### config.mk
export PLATFORM = sky130hd
export DESIGN_NAME = afch_regs
export DESIGN_NICKNAME = d
export VERILOG_FILES = /design/src/core/afch_pkg.sv /design/src/core/afch_clipper.sv /design/src/core/afch_regs.sv
export SDC_FILE = /design/constraint.sdc
export NUM_CORES = 1
export LEC_CHECK = 0
export BUFFER_PORTS_ARGS = -buffer_cell sky130_fd_sc_hd__buf_2
export CAP_MARGIN = 20
export CORE_ASPECT_RATIO = 0.8
export CORE_UTILIZATION = 41
export DETAILED_ROUTE_END_ITERATION = 8
export HOLD_SLACK_MARGIN = 0.05
export PLACE_DENSITY = 0.63
export SKIP_CTS_REPAIR_TIMING = 1
export SYNTH_ARGS = -nofsm -noshare
export SYNTH_HDL_FRONTEND = slang
export SYNTH_SLANG_ARGS = --single-unit
### constraint.sdc
create_clock -name clk -period 4.1 [get_ports clk]
set_input_delay 0.205 -clock clk [delete_from_list [all_inputs] [get_ports clk]]
set_output_delay 0.205 -clock clk [all_outputs]
set_load 0.03 [all_outputs]
### src/core/afch_pkg.sv
package afch_pkg;

    ////////////////////////////////////////////////////////////////////////////
    // Register offsets
    localparam logic [7:0] ADDR_FAULT   = 8'h08;
    localparam logic [7:0] ADDR_CLIP_UP = 8'h10;
    localparam logic [7:0] ADDR_CLIP_LO = 8'h11;
    localparam logic [7:0] ADDR_DCTL3   = 8'h13;

    ////////////////////////////////////////////////////////////////////////////
    // Field positions
    localparam int BIT_OTE        = 0;
    localparam int BIT_DCE        = 1;
    localparam int BIT_OCE        = 2;
    localparam int BIT_CLOCK_ERROR_FLAG       = 3;
    localparam int FLD_CFG_LSB    = 4;
    localparam int FLD_CFG_W      = 4;
    localparam int FLD_OC_LSB     = 4;
    localparam int FLD_OC_W       = 2;
    localparam int FLD_CLIP_LSB   = 2;
    localparam int FLD_CLIP_LO_W  = 6;
    localparam int FLD_HPF_LSB    = 5;
    localparam int FLD_HPF_W      = 3;
    localparam int CLIP_LEVEL_W   = 20;
    localparam int CLIP_PROG_W    = 14;

    ////////////////////////////////////////////////////////////////////////////
    // Reset values
    localparam logic [3:0] RST_FAULT_CFG = 4'h0;
    localparam logic [3:0] RST_FLAGS     = 4'h0;
    localparam logic [7:0] RST_CLIP_UP   = 8'hff;
    localparam logic [5:0] RST_CLIP_LO   = 6'h3f;
    localparam logic [1:0] RST_CLIP_RSV  = 2'h0;
    localparam logic [7:0] RST_DCTL3     = 8'h00;

    ////////////////////////////////////////////////////////////////////////////
    // Overcurrent trip point in percent of the full limit
    localparam logic [6:0] PCT_FULL    = 7'h64;
    localparam logic [6:0] PCT_THREEQ  = 7'h4b;
    localparam logic [6:0] PCT_HALF    = 7'h32;
    localparam logic [6:0] PCT_QUARTER = 7'h19;

    ////////////////////////////////////////////////////////////////////////////
    // Carriers
    typedef struct packed {
        logic       wr;
        logic       rd;
        logic [7:0] addr;
        logic [7:0] wdata;
    } afch_reg_req_t;

    typedef struct packed {
        logic       rvalid;
        logic [7:0] rdata;
    } afch_reg_rsp_t;

    typedef struct packed {
        logic clk_err;
        logic oc;
        logic dc;
        logic ot;
    } afch_fault_t;

    typedef struct packed {
        afch_fault_t   sync1;
        afch_fault_t   sync2;
        logic [3:0]    cfg_hi;
        logic [3:0]    flags;
        logic [7:0]    clip_up;
        logic [5:0]    clip_lo;
        logic [1:0]    clip_rsv;
        logic [7:0]    dctl3;
        afch_reg_rsp_t rsp;
        logic [6:0]    trip_pct;
    } afch_state_t;

endpackage

### src/core/afch_clipper.sv
`timescale 1ns/1ns
module afch_clipper #(
    parameter int SAMPLE_W = 20,
    parameter int LEVEL_W  = 20
) (
    // Clock and reset
    input  wire logic                       clk,
    input  wire logic                       rstn,
    // Limit
    input  wire logic        [LEVEL_W-1:0]  level,
    // Samples in
    input  wire logic signed [SAMPLE_W-1:0] sample_in,
    input  wire logic                       sample_in_valid,
    // Samples out
    output logic signed      [SAMPLE_W-1:0] sample_out,
    output logic                            sample_out_valid
);
    import afch_pkg::*;

    typedef struct packed {
        logic signed [SAMPLE_W-1:0] sample;
        logic                       valid;
    } afch_clip_state_t;

    afch_clip_state_t state;
    afch_clip_state_t next_state;
    logic signed [SAMPLE_W:0] pos_lim;
    logic signed [SAMPLE_W:0] neg_lim;
    logic signed [SAMPLE_W:0] wide_in;

    // Limits carried one bit wider so the negated level never overflows
    assign pos_lim = $signed({1'b0, level[SAMPLE_W-1:0]});
    assign neg_lim = -pos_lim;
    assign wide_in = {sample_in[SAMPLE_W-1], sample_in};

    ////////////////////////////////////////////////////////////////////////////
    // Magnitude limit toward the converter
    always_comb begin
        next_state       = state;
        next_state.valid = sample_in_valid;
        if (sample_in_valid) begin
            if (wide_in > pos_lim) begin
                next_state.sample = pos_lim[SAMPLE_W-1:0];
            end else if (wide_in < neg_lim) begin
                next_state.sample = neg_lim[SAMPLE_W-1:0];
            end else begin
                next_state.sample = sample_in;
            end
        end
    end

    always_ff @(posedge clk) begin
        if (!rstn) begin
            state <= '0;
        end else begin
            state <= next_state;
        end
    end

    assign sample_out       = state.sample;
    assign sample_out_valid = state.valid;

    chk_clip_bound: assert property (@(posedge clk) disable iff (!rstn)
        sample_out_valid |-> ($signed({sample_out[SAMPLE_W-1], sample_out}) <= $past(pos_lim))
                          && ($signed({sample_out[SAMPLE_W-1], sample_out}) >= $past(neg_lim)))
        else $error("clipped sample exceeds the level");

endmodule

### src/core/afch_regs.sv
`timescale 1ns/1ns
module afch_regs #(
    parameter int SAMPLE_W = 20
) (
    // Clock and reset
    input  wire logic                                 clk,
    input  wire logic                                 rstn,
    // Register port from the control bus engine
    input  wire afch_pkg::afch_reg_req_t              reg_req,
    output afch_pkg::afch_reg_rsp_t                   reg_rsp,
    // Fault detectors, asynchronous
    input  wire afch_pkg::afch_fault_t                fault_in,
    // Control outputs
    output logic [1:0]                                overcurrent_trip_scale,
    output logic [6:0]                                overcurrent_trip_pct,
    output logic [2:0]                                highpass_corner_sel,
    output logic [afch_pkg::CLIP_LEVEL_W-1:0]         clip_limit_level,
    output logic [3:0]                                fault_flags,
    // Sample path
    input  wire logic signed [SAMPLE_W-1:0]           sample_in,
    input  wire logic                                 sample_in_valid,
    output logic signed [SAMPLE_W-1:0]                sample_out,
    output logic                                      sample_out_valid
);
    import afch_pkg::*;

    afch_state_t state;
    afch_state_t next_state;

    ////////////////////////////////////////////////////////////////////////////
    // Helpers

    // Trip point in percent for a scale code
    function automatic logic [6:0] trip_pct_of(input logic [1:0] code);
        logic [6:0] pct;
        case (code)
            2'h0:    pct = PCT_FULL;
            2'h1:    pct = PCT_THREEQ;
            2'h2:    pct = PCT_HALF;
            2'h3:    pct = PCT_QUARTER;
            default: pct = PCT_FULL;
        endcase
        return pct;
    endfunction

    // Write strobe aimed at one register
    function automatic logic wr_hit(input afch_reg_req_t req, input logic [7:0] addr);
        return req.wr && (req.addr == addr);
    endfunction

    // Read data as the host sees it; unmapped offsets read zero
    function automatic logic [7:0] read_mux(input afch_state_t s, input logic [7:0] addr);
        logic [7:0] d;
        case (addr)
            ADDR_FAULT:   d = {s.cfg_hi, s.flags};
            ADDR_CLIP_UP: d = s.clip_up;
            ADDR_CLIP_LO: d = {s.clip_lo, s.clip_rsv};
            ADDR_DCTL3:   d = s.dctl3;
            default:      d = 8'h00;
        endcase
        return d;
    endfunction

    ////////////////////////////////////////////////////////////////////////////
    // Next state
    always_comb begin
        next_state = state;

        // Detector lines cross in through two flops
        next_state.sync1 = fault_in;
        next_state.sync2 = state.sync1;

        // Configuration bits 7:4; reserved pair is simply stored
        if (wr_hit(reg_req, ADDR_FAULT)) begin
            next_state.cfg_hi = reg_req.wdata[FLD_CFG_LSB +: FLD_CFG_W];
        end
        next_state.trip_pct = trip_pct_of(next_state.cfg_hi[FLD_OC_LSB-FLD_CFG_LSB +: FLD_OC_W]);

        // Status: clock error tracks, the rest latch; a write never touches them
        next_state.flags[BIT_CLOCK_ERROR_FLAG] = state.sync2.clk_err;
        next_state.flags[BIT_OCE]  = state.flags[BIT_OCE] | state.sync2.oc;
        next_state.flags[BIT_DCE]  = state.flags[BIT_DCE] | state.sync2.dc;
        next_state.flags[BIT_OTE]  = state.flags[BIT_OTE] | state.sync2.ot;

        // Clip level halves; the low reserved pair is kept for readback
        if (wr_hit(reg_req, ADDR_CLIP_UP)) begin
            next_state.clip_up = reg_req.wdata;
        end
        if (wr_hit(reg_req, ADDR_CLIP_LO)) begin
            next_state.clip_lo  = reg_req.wdata[FLD_CLIP_LSB +: FLD_CLIP_LO_W];
            next_state.clip_rsv = reg_req.wdata[FLD_CLIP_LSB-1:0];
        end

        // Whole register stored; only the corner field steers logic here
        if (wr_hit(reg_req, ADDR_DCTL3)) begin
            next_state.dctl3 = reg_req.wdata;
        end

        // Read answer one cycle after the strobe, a single-cycle pulse
        next_state.rsp.rvalid = reg_req.rd;
        next_state.rsp.rdata  = reg_req.rd ? read_mux(state, reg_req.addr) : 8'h00;
    end

    ////////////////////////////////////////////////////////////////////////////
    // State register
    always_ff @(posedge clk) begin
        if (!rstn) begin
            state          <= '0;
            state.cfg_hi   <= RST_FAULT_CFG;
            state.flags    <= RST_FLAGS;
            state.clip_up  <= RST_CLIP_UP;
            state.clip_lo  <= RST_CLIP_LO;
            state.clip_rsv <= RST_CLIP_RSV;
            state.dctl3    <= RST_DCTL3;
            state.trip_pct <= PCT_FULL;
        end else begin
            state <= next_state;
        end
    end

    ////////////////////////////////////////////////////////////////////////////
    // Outputs, all taken from state flops
    assign reg_rsp                = state.rsp;
    assign overcurrent_trip_scale = state.cfg_hi[FLD_OC_LSB-FLD_CFG_LSB +: FLD_OC_W];
    assign overcurrent_trip_pct   = state.trip_pct;
    assign highpass_corner_sel    = state.dctl3[FLD_HPF_LSB +: FLD_HPF_W];
    // Only 14 bits are programmable; the top of the 20-bit level is zero
    assign clip_limit_level       = {{(CLIP_LEVEL_W-CLIP_PROG_W){1'b0}}, state.clip_up, state.clip_lo};
    assign fault_flags            = state.flags;

    ////////////////////////////////////////////////////////////////////////////
    // Clipper on the converter path; one cycle of latency, no buffering
    afch_clipper #(
        .SAMPLE_W (SAMPLE_W),
        .LEVEL_W  (CLIP_LEVEL_W)
    ) u_clipper (
        .clk              (clk),
        .rstn             (rstn),
        .level            (clip_limit_level),
        .sample_in        (sample_in),
        .sample_in_valid  (sample_in_valid),
        .sample_out       (sample_out),
        .sample_out_valid (sample_out_valid)
    );

    ////////////////////////////////////////////////////////////////////////////
    // Checks
    chk_trip_pct_map: assert property (@(posedge clk) disable iff (!rstn)
        (overcurrent_trip_scale == 2'h0 && overcurrent_trip_pct == PCT_FULL)
     || (overcurrent_trip_scale == 2'h1 && overcurrent_trip_pct == PCT_THREEQ)
     || (overcurrent_trip_scale == 2'h2 && overcurrent_trip_pct == PCT_HALF)
     || (overcurrent_trip_scale == 2'h3 && overcurrent_trip_pct == PCT_QUARTER))
        else $error("trip percent does not match scale code");

    chk_clkerr_tracks: assert property (@(posedge clk) disable iff (!rstn)
        ($past(rstn, 1) && $past(rstn, 2) && $past(rstn, 3))
        |-> fault_flags[BIT_CLOCK_ERROR_FLAG] == $past(fault_in.clk_err, 3))
        else $error("clock error flag does not follow detector");

    chk_oc_sticky: assert property (@(posedge clk) disable iff (!rstn)
        fault_flags[BIT_OCE] |=> fault_flags[BIT_OCE] [*3])
        else $error("overcurrent flag dropped without reset");

    chk_dc_sets: assert property (@(posedge clk) disable iff (!rstn)
        state.sync2.dc |=> fault_flags[BIT_DCE] ##1 fault_flags[BIT_DCE])
        else $error("dc detect flag not latched");

    chk_ot_sets: assert property (@(posedge clk) disable iff (!rstn)
        fault_in.ot |-> ##3 fault_flags[BIT_OTE])
        else $error("over temperature flag not latched");

    chk_flags_reset: assert property (@(posedge clk) disable iff (!rstn)
        !$past(rstn) |-> fault_flags == 4'h0)
        else $error("latched flags not zero after reset");

    chk_wr_no_flags: assert property (@(posedge clk) disable iff (!rstn)
        (wr_hit(reg_req, ADDR_FAULT) && !fault_flags[BIT_OCE] && !state.sync2.oc)
        |=> !fault_flags[BIT_OCE])
        else $error("host write changed overcurrent flag");

    chk_clip_upper: assert property (@(posedge clk) disable iff (!rstn)
        wr_hit(reg_req, ADDR_CLIP_UP) |=> clip_limit_level[CLIP_PROG_W-1:FLD_CLIP_LO_W] == $past(reg_req.wdata))
        else $error("upper clip bits not stored");

    chk_clip_lower: assert property (@(posedge clk) disable iff (!rstn)
        wr_hit(reg_req, ADDR_CLIP_LO) |=> clip_limit_level[FLD_CLIP_LO_W-1:0] == $past(reg_req.wdata[7:2]))
        else $error("lower clip bits not stored");

    chk_highpass_corner_sel: assert property (@(posedge clk) disable iff (!rstn)
        wr_hit(reg_req, ADDR_DCTL3) |=> highpass_corner_sel == $past(reg_req.wdata[7:5]))
        else $error("corner select not taken from write");

    chk_rsv_readback: assert property (@(posedge clk) disable iff (!rstn)
        (wr_hit(reg_req, ADDR_CLIP_LO) ##1 (reg_req.rd && !reg_req.wr && reg_req.addr == ADDR_CLIP_LO))
        |=> reg_rsp.rvalid && reg_rsp.rdata == $past(reg_req.wdata, 2))
        else $error("lower clip register readback wrong");

    // Status latches move only on their own detector; a spurious rise would hide the first real fault
    chk_oc_sets: assert property (@(posedge clk) disable iff (!rstn)
        fault_in.oc |-> ##3 fault_flags[BIT_OCE])
        else $error("overcurrent flag not latched");

    chk_oc_no_spur: assert property (@(posedge clk) disable iff (!rstn)
        (!fault_flags[BIT_OCE] && !state.sync2.oc) |=> !fault_flags[BIT_OCE])
        else $error("overcurrent flag rose without an event");

    chk_dc_sticky: assert property (@(posedge clk) disable iff (!rstn)
        fault_flags[BIT_DCE] |=> fault_flags[BIT_DCE])
        else $error("dc detect flag dropped without reset");

    chk_dc_no_spur: assert property (@(posedge clk) disable iff (!rstn)
        (!fault_flags[BIT_DCE] && !state.sync2.dc) |=> !fault_flags[BIT_DCE])
        else $error("dc detect flag rose without an event");

    chk_ot_sticky: assert property (@(posedge clk) disable iff (!rstn)
        fault_flags[BIT_OTE] |=> fault_flags[BIT_OTE])
        else $error("over temperature flag dropped without reset");

    chk_ot_no_spur: assert property (@(posedge clk) disable iff (!rstn)
        (!fault_flags[BIT_OTE] && !state.sync2.ot) |=> !fault_flags[BIT_OTE])
        else $error("over temperature flag rose without an event");

    chk_clkerr_clears: assert property (@(posedge clk) disable iff (!rstn)
        !state.sync2.clk_err |=> !fault_flags[BIT_CLOCK_ERROR_FLAG])
        else $error("clock error flag did not clear");

    // Configuration comes up at its defaults and changes only on a write to its own offset
    chk_scale_reset: assert property (@(posedge clk) disable iff (!rstn)
        !$past(rstn) |-> overcurrent_trip_scale == 2'h0 && overcurrent_trip_pct == PCT_FULL)
        else $error("trip scale not at full after reset");

    chk_trip_scale_wr: assert property (@(posedge clk) disable iff (!rstn)
        wr_hit(reg_req, ADDR_FAULT)
        |=> overcurrent_trip_scale == $past(reg_req.wdata[FLD_OC_LSB +: FLD_OC_W]))
        else $error("trip scale not taken from write");

    chk_corner_reset: assert property (@(posedge clk) disable iff (!rstn)
        !$past(rstn) |-> highpass_corner_sel == 3'h0)
        else $error("corner select not at default after reset");

    chk_clip_reset: assert property (@(posedge clk) disable iff (!rstn)
        !$past(rstn) |-> clip_limit_level[CLIP_PROG_W-1:0] == {RST_CLIP_UP, RST_CLIP_LO})
        else $error("clip level not at its reset value");

    chk_corner_hold: assert property (@(posedge clk) disable iff (!rstn)
        !wr_hit(reg_req, ADDR_DCTL3) |=> $stable(highpass_corner_sel))
        else $error("corner select moved without a write");

    chk_clip_hold: assert property (@(posedge clk) disable iff (!rstn)
        !(wr_hit(reg_req, ADDR_CLIP_UP) || wr_hit(reg_req, ADDR_CLIP_LO)) |=> $stable(clip_limit_level))
        else $error("clip level moved without a write");

    // Read answers are a single pulse one cycle after the strobe, carrying the state seen at the strobe
    chk_rd_answer: assert property (@(posedge clk) disable iff (!rstn)
        $past(rstn) |-> reg_rsp.rvalid == $past(reg_req.rd))
        else $error("read answer not one cycle after strobe");

    chk_rsp_idle: assert property (@(posedge clk) disable iff (!rstn)
        !reg_rsp.rvalid |-> reg_rsp.rdata == 8'h00)
        else $error("read data not zero while idle");

    chk_fault_readback: assert property (@(posedge clk) disable iff (!rstn)
        (reg_req.rd && reg_req.addr == ADDR_FAULT)
        |=> reg_rsp.rdata == {$past(state.cfg_hi), $past(fault_flags)})
        else $error("fault register readback wrong");

    chk_clip_up_readback: assert property (@(posedge clk) disable iff (!rstn)
        (reg_req.rd && reg_req.addr == ADDR_CLIP_UP)
        |=> reg_rsp.rdata == $past(clip_limit_level[CLIP_PROG_W-1:FLD_CLIP_LO_W]))
        else $error("upper clip readback wrong");

    chk_clip_lo_readback: assert property (@(posedge clk) disable iff (!rstn)
        (reg_req.rd && reg_req.addr == ADDR_CLIP_LO)
        |=> reg_rsp.rdata[7:FLD_CLIP_LSB] == $past(clip_limit_level[FLD_CLIP_LO_W-1:0]))
        else $error("lower clip readback wrong");

    chk_corner_readback: assert property (@(posedge clk) disable iff (!rstn)
        (reg_req.rd && reg_req.addr == ADDR_DCTL3)
        |=> reg_rsp.rdata[FLD_HPF_LSB +: FLD_HPF_W] == $past(highpass_corner_sel))
        else $error("corner readback wrong");

    // Sample path from outside: one cycle late, clamped to the level held at the input edge
    chk_out_valid: assert property (@(posedge clk) disable iff (!rstn)
        $past(rstn) |-> sample_out_valid == $past(sample_in_valid))
        else $error("sample valid not one cycle after input");

    chk_clip_pos: assert property (@(posedge clk) disable iff (!rstn)
        (sample_in_valid && !sample_in[SAMPLE_W-1] && ($unsigned(sample_in) > clip_limit_level))
        |=> $unsigned(sample_out) == $past(clip_limit_level))
        else $error("positive sample not held at the level");

    chk_clip_pass: assert property (@(posedge clk) disable iff (!rstn)
        (sample_in_valid && !sample_in[SAMPLE_W-1] && ($unsigned(sample_in) <= clip_limit_level))
        |=> sample_out == $past(sample_in))
        else $error("sample inside the level was altered");

endmodule

Word level (Yosys, flattened, before mapping)
Cells that the tools add are included.
{"block": "totals", "regBits": 77, "latch_bits": 0, "ramBits": 0, "romBits": 0, "inputBits": 45, "out_inout_bits": 66, "elab_cells": 44, "n_memories": 0}
{"block": "op_classes", "add_sub_neg": 1, "multipliers": 0, "div": 0, "order_cmp": 2, "n_eq_ne": 7, "n_shift": 0, "muxes": 5, "bitwise_logic": 3, "n_reduce_logical": 6}
{"operator": "$mux W20", "count": 2}
{"operator": "$pmux W8 S4", "count": 1}
{"operator": "$pmux W7 S4", "count": 1}
{"operator": "$eq A8 B5 Y1 const B", "count": 3}
{"operator": "$lt A20 B21 Y1", "count": 1}
{"operator": "$neg A14 Y21", "count": 1}
{"operator": "$gt A20 B15 Y1", "count": 1}
{"operator": "$eq A8 B4 Y1 const B", "count": 1}
{"operator": "$eq A2 B2 Y1 const B", "count": 2}
{"operator": "$logic_and A1 B1 Y1", "count": 4}
{"operator": "$or A1 B1 Y1", "count": 3}
{"operator": "$eq A2 B1 Y1 const B", "count": 1}
{"operator": "$logic_not A2 Y1", "count": 1}
{"operator": "$mux W2", "count": 1}
{"operator": "$reduce_and A2 Y1", "count": 1}

Longest topological paths before layout
{"block": "logic_depth", "ltp_word": 5, "mapped_depth": 15, "ltp_nobuf": 14}

Modules after synthesis
A second synthesis with hierarchy kept.
{"block": "hier_totals", "cells_unflattened": 571, "area_unflattened_um2": 4818.4}
{"mod": "afch_clipper", "n_inst": 1, "cells_each": 324, "area_each_um2": 2422.3, "seq_area_each_um2": 420.4}
{"mod": "afch_regs", "n_inst": 1, "cells_each": 247, "area_each_um2": 2396.0, "seq_area_each_um2": 1101.1}

Worst setup path after synthesis
No wires, ideal clock.
{"block": "synth_path", "kind": "reg2reg", "from": "register state (netlist bit clip_limit_level[2])", "to": "register u_clipper.state (netlist bit u_clipper.sample_out[10])", "setup_ns": 0.070, "arrival_ns": 3.613, "t_required_ns": 4.030, "slack_ns": 0.417, "path_stages_with_launch": 15, "n_path_buf": 2, "period_less_slack_ns": 3.683, "cell_sequence": "dfxtp_1 clkbuf_1 nor4_1 nand4_1 nor2_1 nand3_1 xnor2_1 ha_1 and4_1 a221o_1 a211oi_4 xnor2_2 buf_6 mux2_4 o21ai_2"}
{"block": "synth_between", "elab_chain_len": 4, "word_cells_on_any_way": 5, "classes_between": "add/sub: 1; order compare: 2; mux: 2"}
{"element": "start, declared", "line": "afch_regs.sv:27", "rtl": "afch_state_t state;"}
{"element": "start signal, assigned", "line": "afch_regs.sv:117", "rtl": "state <= next_state;"}
{"element": "$neg A14 Y21", "line": "afch_clipper.sv:33", "rtl": "assign neg_lim = -pos_lim;"}
{"element": "$lt A20 B21 Y1", "line": "afch_clipper.sv:44", "rtl": "end else if (wide_in < neg_lim) begin"}
{"element": "$mux W20", "line": "afch_clipper.sv:44"}
{"element": "$mux W20 *", "line": "afch_clipper.sv:42", "rtl": "if (wide_in > pos_lim) begin"}
{"element": "end signal, assigned", "line": "afch_clipper.sv:56", "rtl": "state <= next_state;"}
{"element": "end, declared", "line": "afch_clipper.sv:25", "rtl": "afch_clip_state_t state;"}
Every way passes the cells marked *; elsewhere a longest branch is shown, timed or not.
A chain may end at the register's enable or synchronous reset.

Worst setup path after layout
{"block": "layout_path", "from": "register state (netlist bit clip_limit_level[3])", "to": "register u_clipper.state (netlist bit u_clipper.sample_out[17])"}
Same word-level chain as after synthesis.

==> results.ini <==
[pwr]
p_per_area_nw_per_um2 = 361
seqPwrFrac = 0.406
ir_drop_mv = 0.212
power_frac_clock = 0.482
cellInternalPower_mw = 1.43
p_sw_uw = 467
p_comb_frac = 0.112
cellLeakagePower_nw = 2.46
finalPower_mw = 1.90
sw_frac_of_total = 0.246

[timing]
finClkSkew_ps = 8.47
drv_slew = 0
hold_viol = 0
max_freq_ghz = 0.261
post-route-period-util = 0.934
worst_slack_ps = 270
timing.hold.ws_ps = 77.2
finalSetupTns_ps = 0
post-route-min-period_ps = 3830
final-setup-viol-count = 0
tightest_slew_ps = 996
maxSlewHeadroom = 0.330

[clock_tree]
insertion_delay_ps = 340
cts_root_buf = clkbuf_16
cts_tree = built
clock_path_buffers = 2
clock_sinks = 76
cts_buffers = 9
htree_levels = 3
clk_pin_slew_worst_paths_ps = 60

[routing]
drt_wl_total_um = 12600
drtPass1Iterations = 5
vias_per_cell = 5.40
postRouteAntennaNets = 0
dr.first_iter.drc_count = 327
wl_per_cell_um = 17.1
num_vias = 3959
drcViolationCount = 0

[flow_run]
maxCapViolations = 0

[yosys]
async_flop_share = 0
ys_seq_area_frac = 0.338
synth-simple-area-share = 0.171
synth_warnings = 0
ys_seq_elements = 76
synth_cells = 519
synth_top_family_by_area = compound AO/OA/AOI/OAI gates
synth.distinct_cells = 59
syn_area_um2 = 4500
syn_avg_cell_area_um2 = 8.68
synth-adder-area-share = 0.100
synth-edff-count = 0
synth_mux_area_frac = 0.0431
synth_flop_cell = dfxtp_1
synth-compound-area-share = 0.182
yosys.area_share.xor_xnor = 0.0331

[worst_setup_path]
critical_path.slowest_cell = dfxtp_1
critPathMaxFanout = 10
required_ps = 4350
critPathTopFamily = compound AO/OA/AOI/OAI gates
critPathKind = flop to flop
cp_data_arrival_time_ps = 4080
critPathLaunchType = flop
endpoint_kind = flop
path_cells = nor4_2 > nand4_1 > nor2_2 > nand3_1 > xnor2_1 > ha_1 > and4_1 > a221o_1 > a211oi_4 > buf_4 > xor2_4 > o311ai_2 > a221oi_2
crit_buf_inv = 1
max_stage_delay_ps = 370

[grt]
overflow = 0
grt_max_degree = 29
grt_pass1_vias = 3735
antenna_found_initial = 0
grt.total_usage = 0.228
grt_pass1_wl_um = 19800

[placed_design]
portBuffers = 104
place.gp.congestion = 0.885
placed_cell_area_um2 = 4900
dp_hpwl_um = 9510
dpl.cell_count = 716
place_ws_ps = 186

[finish]
post-route-util = 0.504
multi_input_area_um2 = 2420
n_antenna_cell = 0
fillCellCount = 1048
area_growth_pct = 16.9
finalInstanceArea_um2 = 5260
drive_gt1_frac = 0.283
nNetsFinal = 669
stdcell_count = 733
seq_area_um2 = 1520

[floorplanning]
initial_core_util = 0.431
num_io_pins = 111
core_um2 = 10400
num_rows = 33
die_h_um = 95.7
die_area_um2 = 11400
die_w_um = 119

[min_path]
hold_class = primary input to flop

[status]
outcome = finished, final reports clean

## cell usage after synthesis, drive strengths merged (2+ instances only)
| cell | number | share of area |
|---|---|---|
| xor2 | 2 | 0.0081 |
| a21oi | 33 | 0.038 |
| a31oi | 2 | 0.0028 |
| mux2i | 4 | 0.0089 |
| dfxtp | 76 | 0.34 |
| nand3 | 28 | 0.031 |
| ha | 36 | 0.10 |
| and3 | 7 | 0.010 |
| mux2 | 11 | 0.034 |
| a22o | 4 | 0.0078 |
| nor2b | 2 | 0.0028 |
| o21a | 2 | 0.0033 |
| nand2 | 55 | 0.046 |
| buf | 55 | 0.088 |
| and4 | 3 | 0.0058 |
| nor2 | 29 | 0.024 |
| xnor2 | 12 | 0.025 |
| nand2b | 4 | 0.0056 |
| nor4 | 4 | 0.0056 |
| and2 | 13 | 0.018 |
| nor3 | 5 | 0.0056 |
| nor3b | 2 | 0.0033 |
| o211ai | 9 | 0.016 |
| clkbuf | 16 | 0.016 |
| o311ai | 2 | 0.0056 |
| a222oi | 4 | 0.0089 |
| a221oi | 9 | 0.019 |
| a211oi | 3 | 0.0078 |
| a21o | 7 | 0.013 |
| nand4 | 5 | 0.0069 |
| a22oi | 12 | 0.020 |
| o21ai | 18 | 0.027 |
| inv | 34 | 0.028 |
| or3 | 2 | 0.0028 |
## worst register-to-register path: cells and delay by family, from the launching register on
family          cells  cell delay, ps
compound gates      4            1170
xor+xnor            2             560
fa+ha+maj           1             280
buf+inv             1             220
flops               1             370
simple gates        5            1150
## cell usage in the layout (no fill, tap or decap), types with 8 or more instances in the layout
master	n
nand3_1	28
nand2_1	55
nor2_1	28
mux2_4	8
clkbuf_16	9
and2_1	13
o21ai_2	8
buf_2	104
dfxtp_1	76
inv_1	34
a221oi_1	8
ha_1	36
a21oi_1	31
o211ai_1	8
xnor2_1	11
a22oi_1	12
buf_4	19
## per-layer routing
metal | track usage | part of all wire | vias to the layer above
met5 | 0 | 0 | -
met4 | 0.0686 | 0.013 | 0
met3 | 0.0539 | 0.076 | 18
met2 | 0.365 | 0.44 | 151
met1 | 0.305 | 0.47 | 1872
li1 | - | - | 1918
## registers in the layout, indices dropped and copies added, names as in the netlist
signal,cells
u_clipper.sample_out_valid,1
fault_flags,4
highpass_corner_sel,3
state,12
clip_limit_level,14
overcurrent_trip_pct,6
u_clipper.sample_out,20
reg_rsp,9
overcurrent_trip_scale,2
next_state,5
## final cells by class
cell class | count | area share
Multi-Input combinational cell | 343 | 0.460
Sequential cell | 76 | 0.289
Timing Repair Buffer | 124 | 0.129
Clock buffer | 10 | 0.0435
Tap cell | 140 | 0.0333
Inverter | 34 | 0.0242
Clock inverter | 6 | 0.0214
## power by group through the flow
stage	clock [mW]	sequential, mW	combinational [mW]
6_report	0.914	0.772	0.213
5_1_grt	0.963	0.773	0.232
4_1_cts	0.934	0.771	0.211
3_5_place_dp	0	0.788	0.210
3_3_place_gp	0	0.787	0.209
2_1_floorplan	0	0.813	0.117
## final timing paths
| kind | from | cells after the start | slack [ps] | end |
|---|---|---|---|---|
| setup / recovery | clip_limit_level[3] | 13 | 270 | u_clipper.sample_out[17] |
| hold / removal | fault_in[1] | 2 | 80 | next_state[49] |
| setup reg to reg | clip_limit_level[3] | 13 | 270 | u_clipper.sample_out[17] |
| hold reg to reg | state[48] | 2 | 430 | fault_flags[0] |
## kinds of logic (layout without fill, tap and decap cells)
family	after synthesis	in the layout
and+or+nand+nor	161	161
xor gates and xnor gates	14	14
adders and majority gates	36	36
buffers and inverters	105	174
other	1	6
muxes	15	15
AOI/OAI and AO/OA	111	111
DFF	76	76
(Power assumes the default switching activity.)
